<file path="config.mk">
export PLATFORM = sky130hd
export DESIGN_NAME = lcdc_ctrl
export DESIGN_NICKNAME = d
export VERILOG_FILES = /design/src/lcdc_pkg.sv /design/src/lcdc_ctrl.sv
export VERILOG_INCLUDE_DIRS = /design/src
export SDC_FILE = /design/constraint.sdc
export NUM_CORES = 1
export LEC_CHECK = 0
export ABC_AREA = 1
export BUFFER_PORTS_ARGS = -buffer_cell sky130_fd_sc_hd__buf_2
export CAP_MARGIN = 15
export CORE_UTILIZATION = 49
export CTS_CLUSTER_SIZE = 14
export DETAILED_ROUTE_END_ITERATION = 16
export PLACE_DENSITY = 0.84
export SYNTH_ARGS = -nofsm -noshare
export SYNTH_HDL_FRONTEND = slang
export SYNTH_SLANG_ARGS = --single-unit
</file>
<file path="constraint.sdc">
create_clock -name i_ref_clk -period 2.15 [get_ports i_ref_clk]
set_input_delay 0.43 -clock i_ref_clk [delete_from_list [all_inputs] [get_ports i_ref_clk]]
set_output_delay 0.43 -clock i_ref_clk [all_outputs]
set_load 0.005 [all_outputs]
</file>
<file path="src/lcdc_regs.svh">
`ifndef LCDC_REGS_SVH
`define LCDC_REGS_SVH

// Register byte addresses
`define LCDC_ADDR_DRIVE     16'hff60
`define LCDC_ADDR_FORCE     16'hff61
`define LCDC_ADDR_CONTRAST  16'hff62

// Drive control fields
`define LCDC_BIT_SUPPLY     0
`define LCDC_BIT_STATIC     1
`define LCDC_BIT_DUTY_LO    2
`define LCDC_BIT_DUTY_HI    3

// Force control fields
`define LCDC_BIT_ALL_ON     1
`define LCDC_BIT_ALL_OFF    2

// Reset values
`define LCDC_RST_DRIVE      4'h0
`define LCDC_RST_ALL_ON     1'b0
`define LCDC_RST_ALL_OFF    1'b1
`define LCDC_RST_CONTRAST   4'h0

// Timing
`define LCDC_CLK_HZ         50000000
`define LCDC_SLOT_US        1000
`define LCDC_SLOT_CYCLES    ((`LCDC_SLOT_US) * ((`LCDC_CLK_HZ) / 1000000))
`define LCDC_SETTLE_MS      100

`endif
</file>
<file path="src/lcdc_pkg.sv">
`default_nettype none
package lcdc_pkg;

  typedef enum logic [1:0] {
    LCDC_DUTY_4 = 2'h0,
    LCDC_DUTY_5 = 2'h1,
    LCDC_DUTY_6 = 2'h2,
    LCDC_DUTY_3 = 2'h3
  } lcdc_duty_e;

  typedef enum logic [1:0] {
    LCDC_ST_BLANK  = 2'h0,
    LCDC_ST_SCAN   = 2'h1,
    LCDC_ST_STATIC = 2'h3
  } lcdc_state_e;

  typedef struct packed {
    logic [15:0] addr;
    logic [3:0]  wdata;
    logic        wr;
    logic        rd;
  } lcdc_bus_s;

  typedef struct packed {
    logic        vgen_en;
    logic [3:0]  contrast;
    logic [5:0]  com_sel;
    logic        frame_pol;
    logic [31:0] seg_lit;
  } lcdc_drive_s;

endpackage
`default_nettype wire

</file>
<file path="src/lcdc_ctrl.sv">
// What this block does
// RULE1 - Supply bit on enables generator; off grounds drives
// RULE2 - Software waits about 100 ms after enabling
// RULE3 - Supply bit leaves DC-output segment pins alone
// RULE4 - Duty field picks 1/4, 1/5, 1/6, 1/3
// RULE5 - Static bit selects static, else multiplexed drive
// RULE6 - All-on lights every segment, memory kept
// RULE7 - All-off blanks every segment, memory kept
// RULE8 - All-on wins when both force bits set
// RULE9 - Contrast field: sixteen steps, zero lightest
// RULE10 - External drive supply makes contrast ineffective
// RULE11 - Reset clears contrast field to zero
// RULE12 - Reset sets all-off, display starts blank
// RULE13 - Reset clears supply, duty, static, all-on
// RULE14 - Unimplemented bits read zero, ignore writes
// RULE15 - Software initialises memory, contrast, enables display
//
// The implementer's own choice: the plain strobed port.
`include "lcdc_regs.svh"
`timescale 1ns/1ps
`default_nettype none
module lcdc_ctrl #(
  parameter int          SLOT_CYCLES = `LCDC_SLOT_CYCLES,
  parameter bit          EXT_SUPPLY  = 1'b0,
  parameter logic [31:0] SEG_DC_MASK = 32'h0000_0000
) (
  input  wire logic               i_ref_clk,
  input  wire logic               i_rst_b,
  input  wire lcdc_pkg::lcdc_bus_s i_bus,
  output logic [3:0]              o_rdata,
  input  wire logic [31:0]        i_disp_row,
  input  wire logic [31:0]        i_dc_level,
  output logic [2:0]              o_scan_com,
  output lcdc_pkg::lcdc_drive_s   o_drive
);
  import lcdc_pkg::*;

  // Commons in use for a duty code
  function automatic logic [2:0] com_count(input lcdc_duty_e d);
    case (d)
      LCDC_DUTY_4: com_count = 3'h4;
      LCDC_DUTY_5: com_count = 3'h5;
      LCDC_DUTY_6: com_count = 3'h6;
      LCDC_DUTY_3: com_count = 3'h3;
      default:     com_count = 3'h4;
    endcase
  endfunction

  function automatic logic [5:0] com_onehot(input logic [2:0] idx);
    com_onehot = 6'h01 << idx;
  endfunction

  localparam logic [31:0] SLOT_LAST = 32'(SLOT_CYCLES - 1);

  // Control registers
  logic        supply_on;
  logic        static_sel;
  lcdc_duty_e  duty;
  logic        all_on;
  logic        all_off;
  logic [3:0]  contrast;

  // Scan state
  lcdc_state_e state;
  lcdc_state_e next_state;
  logic [31:0] slot_cnt;
  logic [2:0]  com_idx;
  logic        frame_pol;

  // Bus decode
  wire hit_drive    = (i_bus.addr == `LCDC_ADDR_DRIVE);
  wire hit_force    = (i_bus.addr == `LCDC_ADDR_FORCE);
  wire hit_contrast = (i_bus.addr == `LCDC_ADDR_CONTRAST);
  wire wr_drive     = i_bus.wr & hit_drive;
  wire wr_force     = i_bus.wr & hit_force;
  wire wr_contrast  = i_bus.wr & hit_contrast;

  wire [3:0] rd_drive = {duty, static_sel, supply_on};
  // Bits 3 and 0 of the force register have no storage
  wire [3:0] rd_force = {1'b0, all_off, all_on, 1'b0}; // RULE14
  wire [3:0] next_rdata = !i_bus.rd    ? 4'h0 :
                          hit_drive    ? rd_drive :
                          hit_force    ? rd_force :
                          hit_contrast ? contrast : 4'h0;

  always_ff @(posedge i_ref_clk) begin
    if (!i_rst_b) begin
      supply_on  <= 1'b0; // RULE13
      static_sel <= 1'b0; // RULE13
      duty       <= LCDC_DUTY_4; // RULE13
      all_on     <= `LCDC_RST_ALL_ON; // RULE13
      all_off    <= `LCDC_RST_ALL_OFF; // RULE12
      contrast   <= `LCDC_RST_CONTRAST; // RULE11
    end else begin
      if (wr_drive) begin
        supply_on  <= i_bus.wdata[`LCDC_BIT_SUPPLY];
        static_sel <= i_bus.wdata[`LCDC_BIT_STATIC];
        duty       <= lcdc_duty_e'(i_bus.wdata[`LCDC_BIT_DUTY_HI:`LCDC_BIT_DUTY_LO]);
      end
      if (wr_force) begin
        all_on  <= i_bus.wdata[`LCDC_BIT_ALL_ON]; // RULE14
        all_off <= i_bus.wdata[`LCDC_BIT_ALL_OFF];
      end
      if (wr_contrast) begin
        contrast <= i_bus.wdata; // RULE9
      end
    end
  end

  always_ff @(posedge i_ref_clk) begin
    if (!i_rst_b) begin
      o_rdata <= 4'h0;
    end else begin
      o_rdata <= next_rdata;
    end
  end

  // Scan sequencing
  wire [2:0] ncom      = com_count(duty);
  wire       slot_end  = (slot_cnt >= SLOT_LAST);
  wire       last_com  = (com_idx >= ncom - 3'h1);

  always_comb begin
    case (state)
      LCDC_ST_BLANK:  next_state = !supply_on ? LCDC_ST_BLANK :
                                   static_sel ? LCDC_ST_STATIC : LCDC_ST_SCAN;
      LCDC_ST_SCAN:   next_state = !supply_on ? LCDC_ST_BLANK :
                                   static_sel ? LCDC_ST_STATIC : LCDC_ST_SCAN; // RULE5
      LCDC_ST_STATIC: next_state = !supply_on ? LCDC_ST_BLANK :
                                   static_sel ? LCDC_ST_STATIC : LCDC_ST_SCAN; // RULE5
      default:        next_state = LCDC_ST_BLANK;
    endcase
  end

  // A mode change, or a duty change that leaves the current common past the
  // new last common, restarts the scan at common 0 rather than running on
  wire restart = (state != next_state) || (com_idx >= ncom);

  wire [2:0] next_com_idx = (restart || next_state != LCDC_ST_SCAN) ? 3'h0 :
                            !slot_end ? com_idx :
                            last_com  ? 3'h0 : 3'(com_idx + 3'h1); // RULE4

  // Polarity flips every frame in scan, every slot in static drive
  wire next_pol = (restart || next_state == LCDC_ST_BLANK) ? 1'b0 :
                  !slot_end ? frame_pol :
                  (state == LCDC_ST_STATIC || last_com) ? ~frame_pol : frame_pol;

  always_ff @(posedge i_ref_clk) begin
    if (!i_rst_b) begin
      state     <= LCDC_ST_BLANK;
      slot_cnt  <= 32'h0;
      com_idx   <= 3'h0;
      frame_pol <= 1'b0;
    end else begin
      state     <= next_state;
      slot_cnt  <= (restart || slot_end) ? 32'h0 : slot_cnt + 32'h1;
      com_idx   <= next_com_idx;
      frame_pol <= next_pol;
    end
  end

  // Segment decision; force bits bypass the row data so memory stays intact
  wire [31:0] lcd_lit = all_on  ? 32'hffff_ffff : // RULE6 RULE8
                        all_off ? 32'h0000_0000 : // RULE7
                        i_disp_row;
  wire        driving = (state != LCDC_ST_BLANK) && supply_on;
  wire [31:0] lcd_part = driving ? (lcd_lit & ~SEG_DC_MASK) : 32'h0; // RULE1
  wire [31:0] next_seg = lcd_part | (i_dc_level & SEG_DC_MASK); // RULE3

  wire [5:0]  next_com = !driving ? 6'h00 : com_onehot(com_idx); // RULE1 RULE4

  // External supply leaves the regulator code unused
  wire [3:0]  next_contrast = EXT_SUPPLY ? 4'h0 : contrast; // RULE10

  always_ff @(posedge i_ref_clk) begin
    if (!i_rst_b) begin
      o_drive    <= '0;
      o_scan_com <= 3'h0;
    end else begin
      o_drive.vgen_en   <= supply_on; // RULE1
      o_drive.contrast  <= next_contrast;
      o_drive.com_sel   <= next_com;
      o_drive.frame_pol <= frame_pol;
      o_drive.seg_lit   <= next_seg;
      o_scan_com        <= next_com_idx;
    end
  end

  // Steady multiplexed scan with no restart pending this cycle
  wire scan_steady = (state == LCDC_ST_SCAN) && (next_state == LCDC_ST_SCAN) && !restart;
endmodule
`default_nettype wire

</file>
==> flow_summary.yaml <==
status:
  status: "finished, final reports clean"
power_and_ir_drop:
  pwr_density_cell_nw_per_um2: 675.8
  internal-power_uw: 2487
  switchingPower_uw: 616.6
  ir_drop_uv: 356.8
  p_clk_share_pct: 39.5
  pwr-share-comb_pct: 2.7
  switching_share_pct: 19.87
  seqPwrFrac_pct: 57.9
  leakage_uw: 0.002153
synth:
  postSynthCellCount: 455
  synth_cell_type_count: 33
  ys_seq_elements: 96
  ys_seq_area_share_pct: 52.17
  syn_area_per_cell_um2: 8.096
  synth_warnings: 0
  synth_area_um2: 3684
drt:
  drt-pass1-iter-count: 4
  drt-total-wl_um: 7082
  drtIter0Drc: 125
  post_drt_via_cell_ratio: 4.656
  route.detailed.drc: 0
  wl_per_cell_um: 10.37
  ant_nets: 0
  dr_total_vias: 3180
timing:
  tns_ns: 0
  skew_ns: 0.01102
  hold_ws_ns: 0.3188
  fmax_ghz: 0.5071
  worst_slack_ns: 0.1780
  grt_setup_unrepaired: "false"
  final.period_utilization_pct: 91.72
  slew_violations: 0
  setup_viol: 0
  period_minus_slack_ns: 1.972
  final_hold_viol_count: 0
clock_network:
  clkLatencyLatePin_ns: 0.35
  cts_tree: "done"
  cts_hold_buf: 0
  cts_root_buffer: "clkbuf_8"
  cts.sinks: 96
  path_clk_slew_ns: 0.09
  htreeDepth: 3
  cts_buffer_depth: 2
  cts_inserted_buffers: 9
global_route:
  antenna_found_initial: 0
  track_usage_pct: 18.37
  gr-total-overflow: 0
  grt_first_pass_wirelength_um: 11320
  grt_max_degree: 37
  grt_pass1_vias: 2753
floorplanning:
  rows: 31
  ioPinCount: 139
  initial_core_util_pct: 50.78
  die_area_um2: 7869
  die_w_um: 88.71
  core_area_um2: 7253
  die_h_um: 88.71
placement:
  port_buffers: 106
  post-place-ws_ns: 0.04943
  gp_congestion: 0.8340
  placed_cells: 667
  hpwl_um: 5273
layout:
  fin_cells: 683
  final_layout_size_suffix_gt1_share_pct: 25.17
  final_nets: 683
  syn2layout_area_growth_pct: 24.66
  antenna_cells: 0
setup_path:
  cp_data_required_time_ns: 2.44
  rr_worst_depth: 12
  path_class: "flop to flop"
  end_kind: "flop"
  critPathLaunchType: "flop"
  arrival_ns: 2.26
  cp_max_fo: 5
min_path:
  hold_class: "input port to flop"
  hold_depth: 3
job:
  maxCapViolCount: 0
-- power groups by stage --
stage                     sequential [uW]  clock, uW  combinational (uW)
after floorplan                      1840          0                22.6
after global placement               1840          0                79.5
after detailed placement             1840          0                82.1
after CTS                            1800       1250                82.4
after global routing                 1800       1330                94.3
final                                1800       1220                82.6
-- routing by layer --
metal / track usage (%) / vias to the layer above / share of wire, %
li1: - / 1669 / -
met1: 22.22 / 1422 / 45
met2: 31.54 / 77 / 49
met3: 3.172 / 12 / 4.4
met4: 9.091 / 0 / 1.7
met5: 0 / - / 0
-- Yosys cell counts, drive strengths merged --
cell type | count | area share, %
a21boi | 1 | 0.20
a21oi | 51 | 7.0
buf | 4 | 0.71
clkbuf | 8 | 0.82
clkinv | 1 | 0.10
conb | 1 | 0.10
dfxtp | 96 | 52
ha | 15 | 5.1
inv | 51 | 5.2
nand2 | 77 | 8.3
nand3 | 22 | 3.3
nand3b | 4 | 0.92
nand4 | 6 | 1.0
nor2 | 92 | 10
nor3 | 9 | 1.7
o211ai | 2 | 0.41
o21ai | 5 | 0.78
o21bai | 1 | 0.20
or2 | 1 | 0.17
xnor2 | 3 | 0.71
xor2 | 5 | 1.2
-- flip-flops by register name (all words and copies together), names as in the netlist --
name        count
o_scan_com      3
supply_on       1
all_on          1
frame_pol       1
all_off         1
state           2
duty            2
static_sel      1
slot_cnt       32
contrast        4
o_rdata         4
o_drive        44
-- stage by stage --
| stage | total power (uW) | util [%] | area [um^2] |
|---|---|---|---|
| finish | 3103 | 63.31 | 4592 |
| global route | 3226 | 63.31 | 4592 |
| CTS | 3133 | 63.10 | 4577 |
| detailed placement | 1920 | 60.22 | 4368 |
| global placement | 1917 | 60.22 | 4368 |
| floorplan | 1860 | - | 3740 |
-- path summary, 6_finish.rpt --
kind	startpoint	end	slack, ns
worst max-delay path	duty[1]$_SDFFE_PN0P_	o_scan_com[1]$_SDFFE_PP0P_	0.18
worst min-delay path	i_disp_row[0]	o_drive[0]$_SDFF_PN0_	0.32
worst max register to register	duty[1]$_SDFFE_PN0P_	o_scan_com[1]$_SDFFE_PP0P_	0.18
worst min register to register	contrast[2]$_SDFFE_PN0P_	o_drive[41]$_SDFF_PN0_	0.45
-- timing repair --
action / in CTS / in global routing
resized for setup: 0 / 4
buffers inserted: 0 / 1
setup endpoints to repair: 0 / 19
-- critical path, cell delays in order (launching register included) --
cell	delay [ns]
dfxtp_2	0.38
inv_1	0.09
ha_1	0.18
nor2_1	0.16
inv_1	0.09
ha_1	0.28
a21boi_1	0.07
o21ai_2	0.17
buf_4	0.14
nand4_1	0.10
nor2_1	0.13
nand2_1	0.06
nor2_1	0.07
-- cells in the final DEF, fill, tap and decap left out, types with 2 or more instances in the layout --
cell,netlist,routed
nand3_2,2,2
buf_4,0,5
dfxtp_1,96,94
nand3b_1,3,3
inv_1,49,49
clkbuf_8,0,9
nor2_2,3,3
nand2_1,73,73
dfxtp_2,0,2
bufinv_16,0,2
nor2_4,2,2
nor3_1,7,6
nand3_1,20,20
buf_2,3,106
nor3_2,1,2
xor2_1,5,5
a21oi_1,50,50
o211ai_1,2,2
xnor2_1,3,3
nand2_2,3,3
nand4_1,6,6
inv_2,2,2
ha_1,15,15
nor2_1,87,87
conb_1,1,16
o21ai_0,4,4
-- logic make-up (layout without fill, tap and decap cells) --
group	count (synthesis)	count (layout)	synth area share, %
fa+ha+maj	15	15	5.095
simple gates	211	211	25.27
flops	96	96	52.17
xor+xnor	8	8	1.902
buf+inv	64	178	6.827
other cells	1	16	0.1018
compound gates	60	60	8.628
-- area by class of cell --
| class | instances | area [um^2] |
|---|---|---|
| Clock buffer | 10 | 127.6 |
| Clock inverter | 5 | 81.33 |
| Fill cell | 635 | 2661 |
| Inverter | 52 | 195.2 |
| Multi-Input combinational cell | 310 | 1572 |
| Sequential cell | 96 | 1924 |
| Tap cell | 99 | 123.9 |
| Timing Repair Buffer | 111 | 568.0 |
No activity file was read; power rests on OpenSTA's default activity.
